<file path="src/crc_pkg.sv">
// Package with constants and carriers for the core reset and clear operations block.
package crc_pkg;
    localparam logic [4:0] STATUS_ADDR = 5'h03;
    localparam logic [4:0] PORT_B_ADDR = 5'h06;
    localparam int TIMEOUT_BIT = 4;
    localparam int POWERDOWN_BIT = 3;
    localparam int Z_BIT = 2;
    localparam int PA_HI = 6;
    localparam int PA_LO = 5;
    localparam logic [7:0] STATUS_POR = 8'h18;
    localparam logic [7:0] STATUS_KEEP_MASK = 8'h07;
    localparam logic [3:0] CALL_OP = 4'h9;
    localparam logic [6:0] ZERO_FILE_OP = 7'h03;
    localparam logic [11:0] ZERO_WORKING_OP = 12'h040;
    localparam logic [11:0] WATCHDOG_KICK_OP = 12'h004;
    localparam logic [3:0] BIT_ZERO_OP = 4'h4;
    localparam logic [3:0] BIT_ONE_OP = 4'h5;
    localparam logic [10:0] RESET_VECTOR = 11'h7FF;
    localparam int STACK_DEPTH = 2;

    typedef enum logic [2:0] {
        RST_NONE, RST_POWER_ON, RST_CLEAR_RUN, RST_CLEAR_WAKE, RST_DOG_RUN, RST_DOG_WAKE
    } crc_cause_type;

    typedef struct packed {
        logic [7:0] out_latch;
        logic [7:0] dir_in;
    } crc_port_type;
endpackage

</file>
<file path="src/crc_core.sv">
// Core reset cause flags, call, clear instructions and port read-modify-write.
`timescale 1ns/1ps
module crc_core (
    input wire logic sys_clk,
    input wire logic sys_rst,
    input wire logic power_on,
    input wire logic master_clear_n,
    input wire logic watchdog_timeout,
    input wire logic sleeping,
    input wire logic [11:0] instr,
    input wire logic instr_valid,
    input wire logic prescaler_to_watchdog,
    input wire logic [7:0] port_b_in,
    input wire logic [7:0] port_dir_in,
    output logic [7:0] port_b_out,
    output logic [7:0] port_b_oe_n,
    output logic [7:0] status,
    output logic [7:0] working,
    output logic [10:0] program_counter,
    output logic [10:0] stack_top,
    output logic watchdog_clear,
    output logic prescaler_clear,
    output logic instr_busy,
    output logic [4:0] file_wr_addr,
    output logic file_wr_en
);
    logic [7:0] pin_s1_reg, pin_s2_reg;
    logic clr_s1_reg, clr_s2_reg, dog_s1_reg, dog_s2_reg;
    logic [7:0] status_reg, status_next, working_reg, working_next;
    logic [10:0] pcnt_reg, pcnt_next;
    logic [10:0] stack_reg [crc_pkg::STACK_DEPTH];
    logic [10:0] stack_next [crc_pkg::STACK_DEPTH];
    crc_pkg::crc_port_type port_reg, port_next;
    logic busy_reg, busy_next, wdc_reg, wdc_next, psc_reg, psc_next;
    logic [4:0] fwa_reg, fwa_next;
    logic fwe_reg, fwe_next;
    crc_pkg::crc_cause_type cause;
    logic [7:0] rmw_byte;

    always_ff @(posedge sys_clk or posedge sys_rst) begin
        if (sys_rst) begin
            pin_s1_reg <= 8'h00;
            pin_s2_reg <= 8'h00;
            clr_s1_reg <= 1'b1;
            clr_s2_reg <= 1'b1;
            dog_s1_reg <= 1'b0;
            dog_s2_reg <= 1'b0;
        end else begin
            pin_s1_reg <= port_b_in;
            pin_s2_reg <= pin_s1_reg;
            clr_s1_reg <= master_clear_n;
            clr_s2_reg <= clr_s1_reg;
            dog_s1_reg <= watchdog_timeout;
            dog_s2_reg <= dog_s1_reg;
        end
    end

    // Reset cause decode; low master clear resets the device.
    always_comb begin
        cause = crc_pkg::RST_NONE;
        if (power_on) begin
            cause = crc_pkg::RST_POWER_ON;
        end else if (!clr_s2_reg) begin
            cause = sleeping ? crc_pkg::RST_CLEAR_WAKE : crc_pkg::RST_CLEAR_RUN;
        end else if (dog_s2_reg) begin
            cause = sleeping ? crc_pkg::RST_DOG_WAKE : crc_pkg::RST_DOG_RUN;
        end
    end

    // Read-modify-write byte: input bits take pin level, outputs take latch.
    always_comb begin
        rmw_byte = (pin_s2_reg & port_reg.dir_in)
            | (port_reg.out_latch & ~port_reg.dir_in);
        rmw_byte[instr[7:5]] = (instr[11:8] == crc_pkg::BIT_ONE_OP);
    end

    always_comb begin
        status_next = status_reg;
        working_next = working_reg;
        pcnt_next = pcnt_reg;
        stack_next = stack_reg;
        port_next = port_reg;
        port_next.dir_in = port_dir_in;
        busy_next = 1'b0;
        wdc_next = 1'b0;
        psc_next = 1'b0;
        fwa_next = fwa_reg;
        fwe_next = 1'b0;
        if (cause != crc_pkg::RST_NONE) begin
            pcnt_next = crc_pkg::RESET_VECTOR;
            // Working register and file contents are kept on every reset cause; sys_rst clears the working register.
            status_next = (status_reg & crc_pkg::STATUS_KEEP_MASK);
            unique case (cause)
                crc_pkg::RST_POWER_ON: status_next = crc_pkg::STATUS_POR;
                crc_pkg::RST_CLEAR_RUN: begin
                    status_next[crc_pkg::TIMEOUT_BIT] = status_reg[crc_pkg::TIMEOUT_BIT];
                    status_next[crc_pkg::POWERDOWN_BIT] = status_reg[crc_pkg::POWERDOWN_BIT];
                end
                crc_pkg::RST_CLEAR_WAKE: begin
                    status_next[crc_pkg::TIMEOUT_BIT] = 1'b1;
                    status_next[crc_pkg::POWERDOWN_BIT] = 1'b0;
                end
                crc_pkg::RST_DOG_RUN: begin
                    status_next[crc_pkg::TIMEOUT_BIT] = 1'b0;
                    status_next[crc_pkg::POWERDOWN_BIT] = 1'b1;
                end
                default: begin
                    status_next[crc_pkg::TIMEOUT_BIT] = 1'b0;
                    status_next[crc_pkg::POWERDOWN_BIT] = 1'b0;
                end
            endcase
        end else if (busy_reg) begin
            busy_next = 1'b0;
        end else if (instr_valid) begin
            pcnt_next = pcnt_reg + 11'h001;
            if (instr[11:8] == crc_pkg::CALL_OP) begin
                for (int i = crc_pkg::STACK_DEPTH - 1; i > 0; i--) begin
                    stack_next[i] = stack_reg[i - 1];
                end
                stack_next[0] = pcnt_reg + 11'h001;
                pcnt_next = {status_reg[crc_pkg::PA_HI:crc_pkg::PA_LO], 1'b0,
                    instr[7:0]};
                busy_next = 1'b1;
            end else if (instr[11:5] == crc_pkg::ZERO_FILE_OP) begin
                fwa_next = instr[4:0];
                fwe_next = 1'b1;
                status_next[crc_pkg::Z_BIT] = 1'b1;
                if (instr[4:0] == crc_pkg::STATUS_ADDR) begin
                    status_next = 8'h00;
                    status_next[crc_pkg::Z_BIT] = 1'b1;
                    status_next[crc_pkg::TIMEOUT_BIT] = status_reg[crc_pkg::TIMEOUT_BIT];
                    status_next[crc_pkg::POWERDOWN_BIT] = status_reg[crc_pkg::POWERDOWN_BIT];
                end
                if (instr[4:0] == crc_pkg::PORT_B_ADDR) begin
                    port_next.out_latch = 8'h00;
                end
            end else if (instr == crc_pkg::ZERO_WORKING_OP) begin
                working_next = 8'h00;
                status_next[crc_pkg::Z_BIT] = 1'b1;
            end else if (instr == crc_pkg::WATCHDOG_KICK_OP) begin
                wdc_next = 1'b1;
                psc_next = prescaler_to_watchdog;
                status_next[crc_pkg::TIMEOUT_BIT] = 1'b1;
                status_next[crc_pkg::POWERDOWN_BIT] = 1'b1;
            end else if ((instr[11:8] == crc_pkg::BIT_ZERO_OP
                          || instr[11:8] == crc_pkg::BIT_ONE_OP)
                         && instr[4:0] == crc_pkg::PORT_B_ADDR) begin
                port_next.out_latch = rmw_byte;
            end
        end
    end

    always_ff @(posedge sys_clk or posedge sys_rst) begin
        if (sys_rst) begin
            status_reg <= crc_pkg::STATUS_POR;
            working_reg <= 8'h00;
            pcnt_reg <= crc_pkg::RESET_VECTOR;
            stack_reg <= '{default: 11'h000};
            port_reg <= '{out_latch: 8'h00, dir_in: 8'hFF};
            busy_reg <= 1'b0;
            wdc_reg <= 1'b0;
            psc_reg <= 1'b0;
            fwa_reg <= 5'h00;
            fwe_reg <= 1'b0;
        end else begin
            status_reg <= status_next;
            working_reg <= working_next;
            pcnt_reg <= pcnt_next;
            stack_reg <= stack_next;
            port_reg <= port_next;
            busy_reg <= busy_next;
            wdc_reg <= wdc_next;
            psc_reg <= psc_next;
            fwa_reg <= fwa_next;
            fwe_reg <= fwe_next;
        end
    end

    assign status = status_reg;
    assign working = working_reg;
    assign program_counter = pcnt_reg;
    assign stack_top = stack_reg[0];
    assign port_b_out = port_reg.out_latch;
    assign port_b_oe_n = port_reg.dir_in;
    assign watchdog_clear = wdc_reg;
    assign prescaler_clear = psc_reg;
    assign instr_busy = busy_reg;
    assign file_wr_addr = fwa_reg;
    assign file_wr_en = fwe_reg;

    logic quiet;
    assign quiet = !power_on && clr_s2_reg && !dog_s2_reg;

    a_kick_flags: assert property (@(posedge sys_clk) disable iff (sys_rst)
        quiet && !busy_reg && instr_valid && instr == crc_pkg::WATCHDOG_KICK_OP
        |=> status_reg[4:3] == 2'b11 && wdc_reg)
        else $error("watchdog clear did not set flags");
    a_kick_presc: assert property (@(posedge sys_clk) disable iff (sys_rst)
        psc_reg |-> wdc_reg && $past(prescaler_to_watchdog))
        else $error("prescaler cleared wrongly");
    a_call_target: assert property (@(posedge sys_clk) disable iff (sys_rst)
        quiet && !busy_reg && instr_valid && instr[11:8] == crc_pkg::CALL_OP
        |=> pcnt_reg == {$past(status_reg[6:5]), 1'b0, $past(instr[7:0])}
            && stack_reg[0] == $past(pcnt_reg) + 11'h001)
        else $error("call target or push wrong");
    a_call_two: assert property (@(posedge sys_clk) disable iff (sys_rst)
        quiet && !busy_reg && instr_valid && instr[11:8] == crc_pkg::CALL_OP
        |=> busy_reg ##1 !busy_reg)
        else $error("call not two cycles");
    a_zero_working: assert property (@(posedge sys_clk) disable iff (sys_rst)
        quiet && !busy_reg && instr_valid && instr == crc_pkg::ZERO_WORKING_OP
        |=> working_reg == 8'h00 && status_reg[2])
        else $error("clear working failed");
    a_zero_file: assert property (@(posedge sys_clk) disable iff (sys_rst)
        quiet && !busy_reg && instr_valid && instr[11:5] == crc_pkg::ZERO_FILE_OP
        |=> file_wr_en && file_wr_addr == $past(instr[4:0]) && status_reg[2])
        else $error("clear file failed");
    a_por_status: assert property (@(posedge sys_clk) disable iff (sys_rst)
        power_on |=> status_reg[7:3] == 5'b00011)
        else $error("power on status wrong");
    a_watchdog_wake: assert property (@(posedge sys_clk) disable iff (sys_rst)
        !power_on && clr_s2_reg && dog_s2_reg && sleeping
        |=> status_reg[4:3] == 2'b00 && pcnt_reg == crc_pkg::RESET_VECTOR)
        else $error("watchdog wake flags wrong");
    a_clear_keep: assert property (@(posedge sys_clk) disable iff (sys_rst)
        !power_on && !clr_s2_reg && !sleeping |=> $stable(status_reg[4:3]))
        else $error("master clear changed flags");
    a_rmw_input: assert property (@(posedge sys_clk) disable iff (sys_rst)
        quiet && !busy_reg && instr_valid && instr[11:9] == 3'b010
        && instr[4:0] == crc_pkg::PORT_B_ADDR && port_reg.dir_in[0] && instr[7:5] != 3'h0
        |=> port_reg.out_latch[0] == $past(pin_s2_reg[0]))
        else $error("input bit not refreshed");

    c_call: cover property (@(posedge sys_clk) busy_reg);
    c_kick: cover property (@(posedge sys_clk) wdc_reg);
    c_wake: cover property (@(posedge sys_clk) cause == crc_pkg::RST_CLEAR_WAKE);
    c_rmw: cover property (@(posedge sys_clk) $changed(port_reg.out_latch));
endmodule

</file>
<file path="config.mk">
export PLATFORM = sky130hd
export DESIGN_NAME = crc_core
export DESIGN_NICKNAME = d
export VERILOG_FILES = /design/src/crc_pkg.sv /design/src/crc_core.sv
export SDC_FILE = /design/constraint.sdc
export NUM_CORES = 1
export LEC_CHECK = 0
export BUFFER_PORTS_ARGS = -buffer_cell sky130_fd_sc_hd__clkbuf_2
export CAP_MARGIN = 20
export CORE_MARGIN = 3
export CORE_UTILIZATION = 50
export CTS_CLUSTER_DIAMETER = 80
export DETAILED_ROUTE_END_ITERATION = 12
export PLACE_DENSITY = 0.74
export SLEW_MARGIN = 15
export SYNTH_ARGS = -nofsm -noshare
export SYNTH_HDL_FRONTEND = slang
export SYNTH_SLANG_ARGS = --single-unit
</file>
<file path="constraint.sdc">
create_clock -name sys_clk -period 6.52 [get_ports sys_clk]
set_clock_uncertainty 0.15 [all_clocks]
set_input_delay 0.326 -clock sys_clk [delete_from_list [all_inputs] [get_ports sys_clk]]
set_output_delay 0.326 -clock sys_clk [all_outputs]
set_load 0.1 [all_outputs]
</file>
Word level (Yosys, flattened, before mapping) --
Index checks and enable logic that the tools add are counted.
Storage, ports and cells: bits in registers 75, bits of input ports 36
Operators by class: add/sub/neg operators 1, order comparisons 2, equality and inequality tests 21, mux-type cells 53, bitwise operators 7, reduce and logical (&&, ||, !) cells 18
Operators by type and width (count):
- $mux W8 | 10
- $mux W11 | 4
- $mux W1 | 27
- $mux W3 | 6
- $and A8 B8 Y8 | 2
- $reduce_and A5 Y1 | 3
- $eq A12 B3 Y1 const B | 1
- $eq A12 B7 Y1 const B | 1
- $ne A2 B2 Y1 const B | 6
- $add A11 B1 Y11 const B | 1
- $reduce_bool A2 Y1 | 5
- $bwmux W8 | 1
- $eq A4 B3 Y1 const B | 2
- $not A8 Y8 | 1
- $or A8 B8 Y8 | 1
- $pmux W2 S4 | 1
- $reduce_and A8 Y1 | 1
- $eq A7 B2 Y1 const B | 1
- $reduce_and A7 Y1 | 1
- $eq A3 B2 Y1 const B | 2
- $mux W2 | 3
- $ne A2 B1 Y1 const B | 3
- $reduce_and A6 Y1 | 1
- $reduce_bool A3 Y1 | 2
- 13 further kinds | 16

Logic depth before layout (Yosys ltp) --
word-level depth 9, depth in mapped cells 6

Least setup slack after synthesis --
No wires, ideal clock.
path kind register to register, from register pcnt_reg[0] (netlist: program_counter[0]), to register pcnt_reg[10] (netlist: program_counter[10]), arrival time 2.170 ns, required time 6.287 ns, slack 4.116 ns, cell stages (with the launch flop) 6, path buffers 0, clock period less this slack 2.404 ns, cells stage by stage dfstp_2 > ha_1 > nand2_1 > nor4_1 > o21ai_0 > a221o_1
Between the ends: cells in the longest elaborated chain, start to end 5
RTL lines:
- start, declared | line crc_core.sv:30 | logic [10:0] pcnt_reg, pcnt_next;
- start signal, assigned | line crc_core.sv:157 | pcnt_reg <= crc_pkg::RESET_VECTOR;
- start signal, assigned | line crc_core.sv:168 | pcnt_reg <= pcnt_next;
- $add A11 B1 Y11 | line crc_core.sv:115 | pcnt_next = pcnt_reg + 11'h001;
- $mux W11 | line crc_core.sv:116 | if (instr[11:8] == crc_pkg::CALL_OP) begin
- $mux W11 | line crc_core.sv:114 | end else if (instr_valid) begin
- $mux W11 | line crc_core.sv:112 | end else if (busy_reg) begin
- $mux W11 | line crc_core.sv:89 | if (cause != crc_pkg::RST_NONE) begin
No other way between the ends. The select of a mux whose other input is x is not followed. A chain may end at the register's enable or synchronous reset.

Worst setup path in the final report --
from register busy_reg (netlist: instr_busy), to register stack_reg, in the netlist stack_top[9]
Between the ends: cells in the longest elaborated chain, start to end 2
RTL lines:
- start, declared | line crc_core.sv:34 | logic busy_reg, busy_next, wdc_reg, wdc_next, psc_reg, psc_next;
- start signal, assigned | line crc_core.sv:171 | busy_reg <= busy_next;
- $not A1 Y1 (no line)
- $reduce_and A4 Y1 (no line)
- end signal, assigned | line crc_core.sv:169 | stack_reg <= stack_next;
- end, declared | line crc_core.sv:31 | logic [10:0] stack_reg [crc_pkg::STACK_DEPTH];
No other way between the ends.

==> results.yml <==
route:
  wl_um: 7110
  avgRoutedWirePerCell_um: 15.0
  drtPass1Iterations: 5
  drc_errors: 0
  postRouteAntennaNets: 0
  num_vias: 2522
  drt_iter0_drc: 170
  viasPerCell: 5.31
worst_setup_path:
  critical_path.top_delay_family: "simple AND/OR/NAND/NOR gates"
  required_ps: 6630
  worstPathCellList: "nor2b_1 -> nand3_1 -> inv_1 -> nor2_1 -> a21oi_1"
  criticalPathCategory: "flop to flop"
  crit_fanout: 20
  slowest_delay_ps: 700
  critPathSlowestCell: "nor2b_1"
  startpoint_type: "flop"
  r2r-start: "instr_busy$_DFF_PP0_"
  reg2reg_slack_ps: 3960
  worst-r2r-cell-count: 5
  arrival_ps: 2660
  crit_path_end_kind: "flop"
  critical_path_buf_inv_count: 1
  crit_cells: 5
  rr_endpoint: "stack_top[9]$_DFFE_PP0P_"
clock_tree:
  clk_pin_slew_ps: 80
  numCtsBuffers: 9
  clock_latency_ps: 340
  ctsResizeCount: 0
  cts_hold_buf: 18
  cts_max_level: 3
  cts.sinks: 70
  cts_tree: "yes"
  cts_root_buffer: "clkbuf_8"
  cts_setup_buffers: 0
  cts_buffer_depth: 2
logic_synthesis:
  avgSynthCellArea_sq_um: 11.0
  synth-seq-area-share_pct: 55.0
  ys.flop_type: "dfrtp_1"
  synth-seq-cells: 70
  synth_top_area_share_pct: 36.3
  yosysMostFrequentCell: "dfrtp_1"
  yosysWarningCount: 0
  yosys.area.top_type: "dfrtp_1"
  syn_inst: 295
  synth_edf_count: 0
  synth_common_cells: "dfrtp_1 (47), nand2_1 (27), dfstp_2 (23), o21ai_0 (22), nor2_1 (15)"
  synth.distinct_cells: 55
  async_flop_share_pct: 100
  synth.area.top_cells: "dfrtp_1 (36%), dfstp_2 (19%), o21ai_0 (3.4%), nand2_1 (3.1%), buf_4 (3.0%)"
  synthesis.area_sq_um: 3240
timing:
  period_needed_ps: 2560
  tns_ps: 0
  timing.fmax_mhz: 391
  finalHoldViolations: 0
  rsz0062_at_grt: "no"
  tightest_slew_ps: 881
  finalSetupViolCount: 0
  slew_viol_final: 0
  period_share_pct: 39.2
  relSlewSlack_pct: 41.2
die:
  core_sq_um: 6100
  die_w_um: 86.5
  ioPinCount: 99
  die_h_um: 86.5
  dieArea_sq_um: 7480
  row_count: 28
  initial_core_util_pct: 53.1
hold_path:
  hp-class: "input pin to flop"
  hold_path_depth: 2
  min_to: "prescaler_clear$_DFF_PP0_"
  holdCritStartpoint: "prescaler_to_watchdog"
layout:
  nets: 432
  nFillCells: 493
  register_area_sq_um: 1780
  area_delta_synth_final_pct: 24.3
  layout-drive-gt1-share_pct: 36.0
  multi_input_area_sq_um: 1300
  antenna_cells: 0
  stdcell_area_sq_um: 4020
global_route:
  grt_pass1_vias: 2476
  grt_pass1_wl_um: 11900
  grt-ovfl-total: 0
  antenna_found_initial: 0
  grt_max_degree: 71
  track_usage_pct: 20.2
power_and_ir_drop:
  finalPower_mw: 1.03
  cellLeakagePower_nw: 1.96
  p_per_area_nw_per_um2: 257
  irDropWorstVdd_v: 0.000179
job:
  cap_viol_max_count: 0
placement:
  placed_area_sq_um: 3640
  numPortBuffers: 85
  hpwlAfterDp_um: 5080
  gp_congestion: 0.840
status:
  status: "finished clean"
-- power by group --
group,internal (mW),switching (mW)
Clock,0.196,0.154
Combinational,0.0495,0.166
Sequential,0.456,0.0115
Total,0.701,0.332
-- metal layers --
| layer | track usage [%] | wire length [um] |
|---|---|---|
| met1 | 27.4 | 3110 |
| met2 | 31.6 | 3440 |
| met3 | 4.18 | 444 |
| met4 | 8.64 | 114 |
| met5 | 0 | 0 |
-- cell usage in the layout (no fill, tap or decap), drive strengths merged, types with 3 or more instances in the layout --
cell type / count
a21oi: 14
and2: 3
clkbuf: 97
clkinv: 3
conb: 13
dfrtp: 47
dfstp: 23
dlygate4sd3: 18
inv: 10
mux2: 12
mux2i: 9
nand2: 27
nand2b: 5
nand3: 9
nand3b: 3
nand4: 3
nor2: 15
nor3: 11
nor3b: 4
o211ai: 3
o21ai: 22
xnor2: 7
-- through the flow --
step / utilization [%] / instances / setup WS (ps) / hold slack [ps]
floorplan: - / 307 / 4120 / 180
global placement: 59.8 / 441 / 4020 / 182
detailed placement: 59.8 / 441 / 3940 / 186
CTS: 66.0 / 475 / 3970 / 39.4
global route: 66.0 / 475 / 3630 / 48.4
finish: 66.0 / 475 / 3960 / 50.1
-- cell families after synthesis --
logic type	Yosys count	synth area share, %
xor gates and xnor gates	9	2.44
DFF	70	55.0
adders and majority gates	1	0.386
buffers and inverters	37	6.26
AOI/OAI and AO/OA	61	12.4
and+or+nand+nor	95	16.0
other	1	0.116
muxes	21	7.42
-- area by class of cell --
type	count	area share [%]
sequential	70	44.2
timing repair buffer	104	15.2
tap	75	2.33
clock inverter	4	1.12
multi-input combinational	200	32.3
clock buffer	12	3.86
inverter	10	0.933
-- how the worst max path moves through the flow --
stage                                    from                               to  slack (ps)
2_1_floorplan  program_counter[0]$_DFFE_PP1P_  program_counter[10]$_DFFE_PP1P_        4120
3_3_place_gp                      instr_valid         stack_top[9]$_DFFE_PP0P_        4020
3_5_place_dp                      instr_valid      file_wr_addr[4]$_DFFE_PP0P_        3940
4_1_cts                  instr_busy$_DFF_PP0_      file_wr_addr[0]$_DFFE_PP0P_        3970
5_1_grt                  instr_busy$_DFF_PP0_         stack_top[9]$_DFFE_PP0P_        3630
6_report                 instr_busy$_DFF_PP0_         stack_top[9]$_DFFE_PP0P_        3960
Note: power is estimated with default switching activity, not from simulation.
